`src/common/rail_vid_pkg.sv`:
```
// constants for the rail address and voltage code encoder
// assumes a single 50 MHz clock and a request/accept handshake from the power manager
// Overview of operation
// - every packet carries a four-bit rail address selecting one regulator segment.
// - address 0 core rail, 1 system agent rail, 2 memory supply rail; 3-F unused.
// - code zero turns the rail off; codes 01 to 32 hex never sent.
// - code 33 hex is 0.5 V, plus 5 mV per step, up to FF at 1.52 V.
// - memory supply rail only gets the off code or one fixed code, for 1.35 V or 1.5 V.
package rail_vid_pkg;
    localparam int ADDR_W = 4;
    localparam int CODE_W = 8;
    localparam int MV_W   = 11;

    localparam logic [ADDR_W-1:0] ADDR_CORE   = 4'h0;
    localparam logic [ADDR_W-1:0] ADDR_SYSAG  = 4'h1;
    localparam logic [ADDR_W-1:0] ADDR_MEMSUP = 4'h2;

    localparam logic [CODE_W-1:0] CODE_OFF = 8'h00;
    localparam logic [CODE_W-1:0] CODE_MIN = 8'h33;
    localparam logic [CODE_W-1:0] CODE_MAX = 8'hFF;
    // fixed memory rail codes for 1.35 V and 1.5 V
    localparam logic [CODE_W-1:0] CODE_MEM_LOW  = 8'hDD;
    localparam logic [CODE_W-1:0] CODE_MEM_HIGH = 8'hFB;

    // millivolts; one code step is 5 mV
    localparam logic [MV_W-1:0] MV_MIN  = 11'd500;
    localparam logic [MV_W-1:0] MV_MAX  = 11'd1520;
    localparam logic [MV_W-1:0] MV_STEP = 11'd5;
    localparam logic [MV_W-1:0] MV_MEM_LOW  = 11'd1350;
    localparam logic [MV_W-1:0] MV_MEM_HIGH = 11'd1500;

    typedef enum logic [1:0] {
        REJ_NONE,
        REJ_ADDR,
        REJ_RANGE,
        REJ_MEMFIX
    } reject_e;
endpackage

```
`src/hw/mv_to_code.sv`:
```
// millivolt to voltage code converter, purely combinational
// assumes the caller checks range flags before using the code
`timescale 1ns/1ps
module mv_to_code
    import rail_vid_pkg::*;
(
    // request
    input  wire logic [MV_W-1:0]   milliVolts,
    // result
    output logic      [CODE_W-1:0] voltageIdentCode,
    output logic                   inRange
);
    logic [MV_W-1:0] offsetMv;
    logic [MV_W-1:0] steps;

    always_comb begin
        offsetMv = milliVolts - MV_MIN;
        steps    = offsetMv / MV_STEP;
        // off request and exact 5 mV grid only; nothing between off and the floor
        inRange  = (milliVolts == '0) ||
                   ((milliVolts >= MV_MIN) && (milliVolts <= MV_MAX) && ((offsetMv % MV_STEP) == '0));
        if (milliVolts == '0) begin
            voltageIdentCode = CODE_OFF;
        end else begin
            voltageIdentCode = CODE_MIN + steps[CODE_W-1:0];
        end
    end
endmodule

```
`src/hw/regulator_rail_vid_encoder.sv`:
```
// encoder turning a rail select and target voltage into an address and code packet
// holds sendValid and the packet until the downstream serialiser raises sendReady
`timescale 1ns/1ps
module regulator_rail_vid_encoder
    import rail_vid_pkg::*;
(
    // clock and reset
    input  wire logic              clock,
    input  wire logic              rst_b,
    // request from the power manager
    input  wire logic              reqValid,
    input  wire logic [ADDR_W-1:0] reqRail,
    input  wire logic [MV_W-1:0]   reqMilliVolts,
    output logic                   reqReady,
    // memory supply fixed setpoint: 0 selects 1.35 V, 1 selects 1.5 V
    input  wire logic              memHighSel,
    // packet to the serial bus engine
    output logic                   sendValid,
    output logic [ADDR_W-1:0]      sendAddr,
    output logic [CODE_W-1:0]      sendCode,
    input  wire logic              sendReady,
    // refusal report
    output logic                   rejectPulse,
    output logic [1:0]             rejectCause
);
    logic [CODE_W-1:0] convCode;
    logic              convOk;
    logic              railOk;
    logic              memFixOk;
    logic              accept;
    logic              refuse;
    reject_e           cause;

    logic              sendValid_r, sendValid_nxt;
    logic [ADDR_W-1:0] sendAddr_r, sendAddr_nxt;
    logic [CODE_W-1:0] sendCode_r, sendCode_nxt;
    logic              rejectPulse_r, rejectPulse_nxt;
    logic [1:0]        rejectCause_r, rejectCause_nxt;

    mv_to_code u_conv (
        .milliVolts       (reqMilliVolts),
        .voltageIdentCode (convCode),
        .inRange          (convOk)
    );

    // one packet held at a time; a new request waits until it leaves
    assign reqReady = !sendValid_r || sendReady;

    always_comb begin
        railOk   = (reqRail == ADDR_CORE) || (reqRail == ADDR_SYSAG) || (reqRail == ADDR_MEMSUP);
        // memory rail may be off or at its single strapped level
        memFixOk = (reqMilliVolts == '0) ||
                   (reqMilliVolts == (memHighSel ? MV_MEM_HIGH : MV_MEM_LOW));
        if (!railOk) begin
            cause = REJ_ADDR;
        end else if (!convOk) begin
            cause = REJ_RANGE;
        end else if ((reqRail == ADDR_MEMSUP) && !memFixOk) begin
            cause = REJ_MEMFIX;
        end else begin
            cause = REJ_NONE;
        end
        accept = reqValid && reqReady && (cause == REJ_NONE);
        refuse = reqValid && reqReady && (cause != REJ_NONE);
    end

    always_comb begin
        sendValid_nxt   = sendValid_r;
        sendAddr_nxt    = sendAddr_r;
        sendCode_nxt    = sendCode_r;
        rejectPulse_nxt = refuse;
        rejectCause_nxt = refuse ? cause : rejectCause_r;
        if (sendValid_r && sendReady) begin
            sendValid_nxt = 1'b0;
        end
        if (accept) begin
            sendValid_nxt = 1'b1;
            sendAddr_nxt  = reqRail;
            sendCode_nxt  = convCode;
        end
    end

    always_ff @(posedge clock) begin
        if (!rst_b) begin
            sendValid_r   <= 1'b0;
            sendAddr_r    <= ADDR_CORE;
            sendCode_r    <= CODE_OFF;
            rejectPulse_r <= 1'b0;
            rejectCause_r <= REJ_NONE;
        end else begin
            sendValid_r   <= sendValid_nxt;
            sendAddr_r    <= sendAddr_nxt;
            sendCode_r    <= sendCode_nxt;
            rejectPulse_r <= rejectPulse_nxt;
            rejectCause_r <= rejectCause_nxt;
        end
    end

    assign sendValid   = sendValid_r;
    assign sendAddr    = sendAddr_r;
    assign sendCode    = sendCode_r;
    assign rejectPulse = rejectPulse_r;
    assign rejectCause = rejectCause_r;

    // packets never name an unassigned rail
    a_addr_assigned: assert property (@(posedge clock) disable iff (!rst_b)
        sendValid |-> (sendAddr <= ADDR_MEMSUP))
        else $error("packet carries unassigned rail address");

    // code is off or inside the linear range, never 01..32
    a_code_range: assert property (@(posedge clock) disable iff (!rst_b)
        sendValid |-> (sendCode == CODE_OFF || sendCode >= CODE_MIN))
        else $error("packet carries unused code");

    // accepted request shows up next cycle with the linear code
    a_code_linear: assert property (@(posedge clock) disable iff (!rst_b)
        (accept && reqMilliVolts != '0) |=>
            (sendValid && (11'(sendCode - CODE_MIN) * MV_STEP + MV_MIN == $past(reqMilliVolts))))
        else $error("code does not match requested voltage");

    // memory rail only carries off or the strapped fixed code
    a_mem_fixed: assert property (@(posedge clock) disable iff (!rst_b)
        (accept && reqRail == ADDR_MEMSUP) |=>
            (sendCode == CODE_OFF || sendCode == ($past(memHighSel) ? CODE_MEM_HIGH : CODE_MEM_LOW)))
        else $error("memory rail code not fixed");

    // address forwarded unchanged
    a_addr_forward: assert property (@(posedge clock) disable iff (!rst_b)
        accept |=> (sendAddr == $past(reqRail)))
        else $error("rail address not forwarded");

    // bad address flagged one cycle later with cause
    a_reject_flag: assert property (@(posedge clock) disable iff (!rst_b)
        (reqValid && reqReady && reqRail > ADDR_MEMSUP) |=>
            (rejectPulse && rejectCause == REJ_ADDR && !($rose(sendValid))))
        else $error("bad rail request not flagged");

    // held packet stays stable while stalled
    a_hold_stall: assert property (@(posedge clock) disable iff (!rst_b)
        (sendValid && !sendReady) |=> (sendValid && $stable(sendAddr) && $stable(sendCode)))
        else $error("packet changed while stalled");

    // reject pulse lasts one cycle unless another refusal follows
    a_pulse_once: assert property (@(posedge clock) disable iff (!rst_b)
        (rejectPulse && !refuse) |=> !rejectPulse)
        else $error("reject pulse stretched");

    // off-grid or out-of-range voltage on a good rail is refused as range
    a_range_reject: assert property (@(posedge clock) disable iff (!rst_b)
        (reqValid && reqReady && railOk && !convOk) |=>
            (rejectPulse && rejectCause == REJ_RANGE))
        else $error("range refusal not flagged");

    // memory rail away from its strapped level is refused as not fixed
    a_memfix_reject: assert property (@(posedge clock) disable iff (!rst_b)
        (reqValid && reqReady && reqRail == ADDR_MEMSUP && convOk && !memFixOk) |=>
            (rejectPulse && rejectCause == REJ_MEMFIX))
        else $error("memory level refusal not flagged");

    // a refused request never produces a packet
    a_refuse_silent: assert property (@(posedge clock) disable iff (!rst_b)
        refuse |=> !sendValid)
        else $error("refused request produced a packet");

    // cause is sticky between refusals so software can read it late
    a_cause_hold: assert property (@(posedge clock) disable iff (!rst_b)
        !refuse |=> $stable(rejectCause))
        else $error("reject cause changed without refusal");

    // off request goes out as the off code
    a_off_code: assert property (@(posedge clock) disable iff (!rst_b)
        (accept && reqMilliVolts == '0) |=> (sendValid && sendCode == CODE_OFF))
        else $error("off request not sent as off code");

    // packet leaves after one taking edge when nothing replaces it
    a_send_release: assert property (@(posedge clock) disable iff (!rst_b)
        (sendValid && sendReady && !accept) |=> !sendValid)
        else $error("packet not released");

    // idle encoder always takes a request
    a_ready_idle: assert property (@(posedge clock) disable iff (!rst_b)
        !sendValid |-> reqReady)
        else $error("idle encoder not ready");
endmodule

```
`config.mk`:
```
export PLATFORM = sky130hd
export DESIGN_NAME = regulator_rail_vid_encoder
export DESIGN_NICKNAME = d
export VERILOG_FILES = /design/src/common/rail_vid_pkg.sv /design/src/hw/mv_to_code.sv /design/src/hw/regulator_rail_vid_encoder.sv
export SDC_FILE = /design/constraint.sdc
export NUM_CORES = 1
export LEC_CHECK = 0
export ABC_AREA = 1
export BUFFER_PORTS_ARGS = -buffer_cell sky130_fd_sc_hd__buf_2
export CORE_ASPECT_RATIO = 0.7
export CORE_UTILIZATION = 52
export CTS_CLUSTER_DIAMETER = 40
export DETAILED_ROUTE_END_ITERATION = 16
export PLACE_DENSITY = 0.75
export SLEW_MARGIN = 30
export SYNTH_ARGS = -nofsm -noshare
export SYNTH_HDL_FRONTEND = slang
export SYNTH_SLANG_ARGS = --single-unit
```
`constraint.sdc`:
```
create_clock -name clock -period 8.55 [get_ports clock]
set_clock_uncertainty 0.05 [all_clocks]
set_input_delay 1.71 -clock clock [delete_from_list [all_inputs] [get_ports clock]]
set_output_delay 1.71 -clock clock [all_outputs]
set_load 0.01 [all_outputs]
```
-- After elaboration in Yosys (flattened, before gate mapping)
Cells that the tools add are included.
- bits in registers: 16
- input port bits: 20
- output and inout bits: 17
- add/subtract/negate cells: 2
- div/mod/pow operators: 2
- $lt $le $gt $ge: 2
- equal/unequal tests: 3
- multiplexer cells: 7
- reduce and logical (&&, ||, !) cells: 20
- operators with widths (cell ; count):
    11-bit logical NOT ; 2
    8-bit two-way mux ; 2
    11-bit by 3-bit divider with 11-bit output (second input constant) ; 1
    11-bit equality test ; 1
    11-bit by 9-bit greater-or-equal comparator with 1-bit output (second input constant) ; 1
    11-bit less-or-equal comparator (second input constant) ; 1
    11-bit by 3-bit remainder unit with 11-bit output (second input constant) ; 1
    11-bit by 9-bit subtractor with 11-bit output (second input constant) ; 1
    6-bit by 8-bit adder with 8-bit output (first input constant) ; 1
    1-bit logical AND ; 7
    2-bit two-way mux ; 3
    1-bit logical OR ; 5
    4-bit by 1-bit equality test with 1-bit output (second input constant) ; 1
    4-bit by 2-bit equality test with 1-bit output (second input constant) ; 1
    4-bit logical NOT ; 1
    2-bit nonzero test ; 2
    1-bit logical NOT ; 2
    2-bit logical NOT ; 1
    1-bit two-way mux ; 2

-- Depth between registers and ports, before layout
- depth in word-level cells: 11
- gate-level depth with buffers: 64
- depth with buffers taken out: 63

-- Cells and area by module
From an unflattened synthesis, not the netlist that was laid out.
- cells, all modules: 511
- area, all modules: 3016.6 um^2
- by module, submodules not included (module ; times used ; cells each ; area an instance (um^2)):
    mv_to_code ; 1 ; 408 ; 2204.6
    regulator_rail_vid_encoder ; 1 ; 103 ; 812.0

-- Worst setup path before layout
Ideal clock, no wire load.
- kind: input to register
- from: input port reqMilliVolts[2]
- to: register sendAddr_r[0] (netlist: sendAddr[0])
- library setup time: 115 ps
- data arrival time: 6799 ps
- data required time: 8385 ps
- path slack: 1586 ps
- stages on the path: 59
- path buffers: 2
- cell sequence: buf_6 > inv_2 > ha_1 > nand2_1 > nand2_1 > inv_1 > nor2_1 > nand2_2 > nor2_1 > nand2_1 > nand2_1 > nand2_1 > nand2_4 > nand2_2 > nand2_2 > nand3_4 > nand2_2 > nand2_4 > (+23 left out) > nand2_4 > nand2_1 > nand2_1 > inv_1 > ha_1 > nand3b_1 > nand2_1 > o21ai_0 > nand2_1 > nand2_1 > nand2_1 > nor2_2 > nand4_1 > nand2_2 > buf_6 > nand3_1 > nand2_1 > nor2_1
- cells in the longest elaborated chain, start to end: 9
- elaborated cells between the ends (all ways): 18
- classes of those cells: add/sub: 1; div: 1; order compare: 2; eq/ne: 1; mux: 3; reduce/logical: 10
- RTL lines (what ; RTL line ; text):
    start: declaration ; regulator_rail_vid_encoder.sv:13 ; input wire logic [MV_W-1:0] reqMilliVolts,
    11-bit by 9-bit subtractor with 11-bit output, or another cell as far along ; mv_to_code.sv:17 ; offsetMv = milliVolts - MV_MIN;
    11-bit by 3-bit remainder unit with 11-bit output / 1-bit logical OR (equally long branches) ; mv_to_code.sv:21, regulator_rail_vid_encoder.sv:52 ;
    11-bit logical NOT / 1-bit logical NOT (equally long branches) ; mv_to_code.sv:21, regulator_rail_vid_encoder.sv:58 ;
    1-bit logical AND (on tied branches) ; mv_to_code.sv:21, regulator_rail_vid_encoder.sv:58 ;
    1-bit logical OR / 2-bit two-way mux (equally long branches) ; mv_to_code.sv:20, regulator_rail_vid_encoder.sv:58 ;
    2-bit two-way mux (*) ; regulator_rail_vid_encoder.sv:56 ; end else if (!convOk) begin
    2-bit two-way mux (*) ; regulator_rail_vid_encoder.sv:54 ; if (!railOk) begin
    2-bit logical NOT (*) ; regulator_rail_vid_encoder.sv:63 ; accept = reqValid && reqReady && (cause == REJ_NONE);
    1-bit logical AND (*) ; regulator_rail_vid_encoder.sv:63 ;
    end signal: assignment ; regulator_rail_vid_encoder.sv:92 ; sendAddr_r <= sendAddr_nxt;
    end: declaration ; regulator_rail_vid_encoder.sv:35 ; logic [ADDR_W-1:0] sendAddr_r, sendAddr_nxt;
Every way passes the cells marked *; elsewhere a longest branch is shown, timed or not.
A chain may end at the register's enable or synchronous reset.

-- Final worst setup path
- from: input port reqMilliVolts[2]
- to: register sendCode_r[4] (netlist: sendCode[4])
- cells in the longest elaborated chain, start to end: 9
- elaborated cells between the ends (all ways): 21
- classes of those cells: add/sub: 2; div: 2; order compare: 2; eq/ne: 1; mux: 4; reduce/logical: 10
- RTL lines (what ; RTL line ; text):
    11-bit by 9-bit subtractor with 11-bit output, or another cell as far along ; mv_to_code.sv:17 ;
    11-bit by 3-bit remainder unit with 11-bit output / 1-bit logical OR (equally long branches) ; mv_to_code.sv:21, regulator_rail_vid_encoder.sv:52 ;
    11-bit logical NOT / 1-bit logical NOT (equally long branches) ; mv_to_code.sv:21, regulator_rail_vid_encoder.sv:58 ;
    1-bit logical AND (on tied branches) ; mv_to_code.sv:21, regulator_rail_vid_encoder.sv:58 ;
    1-bit logical OR / 2-bit two-way mux (equally long branches) ; mv_to_code.sv:20, regulator_rail_vid_encoder.sv:58 ;
    2-bit two-way mux ; regulator_rail_vid_encoder.sv:56 ;
    2-bit two-way mux ; regulator_rail_vid_encoder.sv:54 ;
    2-bit logical NOT ; regulator_rail_vid_encoder.sv:63 ;
    1-bit logical AND ; regulator_rail_vid_encoder.sv:63 ;
    end signal: assignment ; regulator_rail_vid_encoder.sv:93 ; sendCode_r <= sendCode_nxt;
    end: declaration ; regulator_rail_vid_encoder.sv:36 ; logic [CODE_W-1:0] sendCode_r, sendCode_nxt;
Several ways; a longest one is shown, not always the timed one.

==> impl_metrics.tcl <==
set metrics [dict create \
    grt.busiest_layer "met1" \
    syn_area_sq_mm 0.00276 \
    grt_pass1_wl_mm 10.8 \
    crit_start "reqMilliVolts[2]" \
    wirelength_mm 6.31 \
    cts_sinks 16 \
    io_buffers 36 \
    core_area_sq_mm 0.00494 \
    start_kind "input pin" \
    met3_usage_pct 3.83 \
    cp_max_fo 14 \
    holdBufCountCts 0 \
    cp.arrival_ps 7840 \
    synth-edff-count 0 \
    tns_ps 0 \
    antenna_found_initial 0 \
    slew_violations 0 \
    drc 0 \
    p_leak_uw 0.00171 \
    gp_congestion 0.929 \
    fp.dieH_um 62.9 \
    r2r_start "sendValid$_SDFFE_PN0P_" \
    fin_cells 580 \
    hold_viol 0 \
    nets 541 \
    cpMaxStageDelayCell "ha_1" \
    power_frac_seq_pct 6.3 \
    cpMostUsedCell "nand2_1" \
    drive_above_1_share_pct 25.6 \
    dpl_cell_area_sq_mm 0.00298 \
    period_share_pct 90.6 \
    synth.avg_cell_area_sq_um 5.81 \
    synth_nets 504 \
    netSwitchingPower_uw 763 \
    post_cts_resized 0 \
    grt.total_usage_pct 23.8 \
    p_comb_share_pct 88.5 \
    grt_pass1_vias 2427 \
    grt.overflow.total 0 \
    critPathRequiredTime_ps 8640 \
    met2_usage_pct 34.1 \
    drt_iter0_drc 149 \
    ant_nets 0 \
    ir_worst_vdd_uv 383 \
    fp.dieArea_sq_mm 0.00560 \
    ff2ff_path_depth 7 \
    path_clk_slew_ps 60 \
    worst_pin_slew_ps 1040 \
    netlist_instances 475 \
    n_antenna_cell 0 \
    htree_num_levels 1 \
    grt_max_degree 16 \
    rsz0062_at_grt "no" \
    use_met1_pct 37.8 \
    dp_hpwl_mm 5.40 \
    hold_path_depth 2 \
    p_per_area_mw_per_mm2 412 \
    p_clk_share_pct 5.3 \
    ys_ff_latch 16 \
    yosys_warnings 0 \
    p_int_uw 489 \
    swShare_pct 60.9 \
    firstDrtPassIters 4 \
    cap_violations 0 \
    io_pins 37 \
    avgViaCountPerCell 5.07 \
    max_freq_mhz 129 \
    wl_per_cell_um 10.9 \
    cts_buffer_depth 2 \
    fin_area_sq_mm 0.00304 \
    std_cell_rows 21 \
    worst_setup_path_end_kind "register" \
    synthFlopType "dfxtp_1" \
    area_delta_synth_final_pct 10.2 \
    ys_async_sr_fraction_pct 0 \
    finalCriticalPeriod_ps 7740 \
    synth_seq_area_share_pct 11.6 \
    hold_start "sendAddr[2]$_SDFFE_PN0P_" \
    cts_setup_buffers 0 \
    worstSetupPathType "in2reg" \
    status "complete, no violations" \
    initial_core_util_pct 55.8 \
    cts_tree "built" \
    die_width_um 89.0 \
    place_inst 576 \
    hold_path_class "reg2reg" \
    yosys.cell_types.count 36 \
    numCtsBuffers 3 \
    insertion_delay_ps 250 \
    relSlewSlack_pct 30.1 \
    vias 2943 \
    max_stage_delay_ps 300 \
    finalSetupViolations 0 \
    root_buffer "clkbuf_8" \
    final.fill_count 511 \
]
-- flip-flops by register name, summed over array words and instances (netlist names) --
name	cells
sendCode	8
sendAddr	4
rejectCause	2
rejectPulse	1
sendValid	1
-- kinds of logic (layout without fill, tap and decap cells) --
logic type,Yosys count,count (layout),share of synthesized area [%]
compound gates,35,35,9.03
xor+xnor,9,9,2.86
fa+ha+maj,9,9,4.08
buf+inv,82,118,12.3
flops,16,16,11.6
simple gates,324,324,60.1
-- path summary, 6_finish.rpt --
kind | to | slack [ps]
setup / recovery | sendCode[4]$_SDFFE_PN0P_ | 810
setup reg to reg | sendCode[1]$_SDFFE_PN0P_ | 6870
hold / removal | sendAddr[2]$_SDFFE_PN0P_ | 390
hold reg to reg | sendAddr[2]$_SDFFE_PN0P_ | 390
-- cell usage in the layout, fill, tap and decap left out, drive strengths merged --
| master | Yosys | layout |
|---|---|---|
| and2 | 1 | 1 |
| nor3 | 3 | 3 |
| or2 | 3 | 3 |
| clkbuf | 2 | 4 |
| xor2 | 6 | 6 |
| a21oi | 20 | 20 |
| o21ai | 12 | 12 |
| nor4 | 4 | 4 |
| xnor2 | 3 | 3 |
| nand2 | 181 | 181 |
| buf | 2 | 36 |
| ha | 9 | 9 |
| clkinv | 1 | 1 |
| a211oi | 1 | 1 |
| nand3b | 5 | 5 |
| nand4 | 9 | 9 |
| o31ai | 1 | 1 |
| inv | 77 | 77 |
| dfxtp | 16 | 16 |
| nand3 | 73 | 73 |
| nor2 | 45 | 45 |
| a31oi | 1 | 1 |
-- final cells by class --
class	count	area (sq um)	area share (%)
inverter	78	295	9.72
sequential	16	320	10.5
tap	69	86.3	2.84
timing repair buffer	36	180	5.93
multi-input combinational	377	2100	69.2
clock buffer	4	55.1	1.81
-- synth_stat cells, drive strengths merged (2+ instances only) --
| master | instances | area share, % |
|---|---|---|
| nand2 | 181 | 31 |
| inv | 77 | 11 |
| nand3 | 73 | 16 |
| nor2 | 45 | 8.0 |
| a21oi | 20 | 4.9 |
| dfxtp | 16 | 12 |
| o21ai | 12 | 3.4 |
| ha | 9 | 4.1 |
| nand4 | 9 | 2.0 |
| xor2 | 6 | 1.9 |
| nand3b | 5 | 1.4 |
| nor4 | 4 | 0.91 |
| nor3 | 3 | 0.54 |
| or2 | 3 | 0.68 |
| xnor2 | 3 | 0.95 |
| buf | 2 | 0.82 |
| clkbuf | 2 | 0.77 |
-- metal layers --
layer	share of wire, %	wire length (um)	vias to the layer above
met1	55	3460	1298
met5	0	0	-
met2	40	2540	63
met3	4.1	260	6
met4	0.65	41	0
li1	-	-	1576
-- critical path, delay by kind of cell --
family	cells	cell delay (ps)
and+or+nand+nor	50	4760
buffers and inverters	7	650
adders and majority gates	2	480
AOI/OAI and AO/OA	1	190
-- power groups by stage --
stage,registers [uW],clock network (uW),logic (uW)
2_1_floorplan,81.1,0,920
3_3_place_gp,79.7,0,1070
3_5_place_dp,80.0,0,1090
4_1_cts,78.3,67.0,1100
5_1_grt,78.6,71.4,1260
6_report,78.3,65.9,1110
-- metrics by stage --
stage | power (uW) | worst slack [ps] | hold WS [ps] | utilization (%)
after detailed placement | 1170 | 575 | 377 | 60.4
final | 1250 | 807 | 389 | 61.5
after global routing | 1410 | 62.5 | 416 | 61.5
after floorplan | 1000 | 1590 | 414 | -
after global placement | 1150 | 745 | 376 | 60.3
after CTS | 1240 | 828 | 388 | 61.5
No activity file was read; power rests on OpenSTA's default activity.
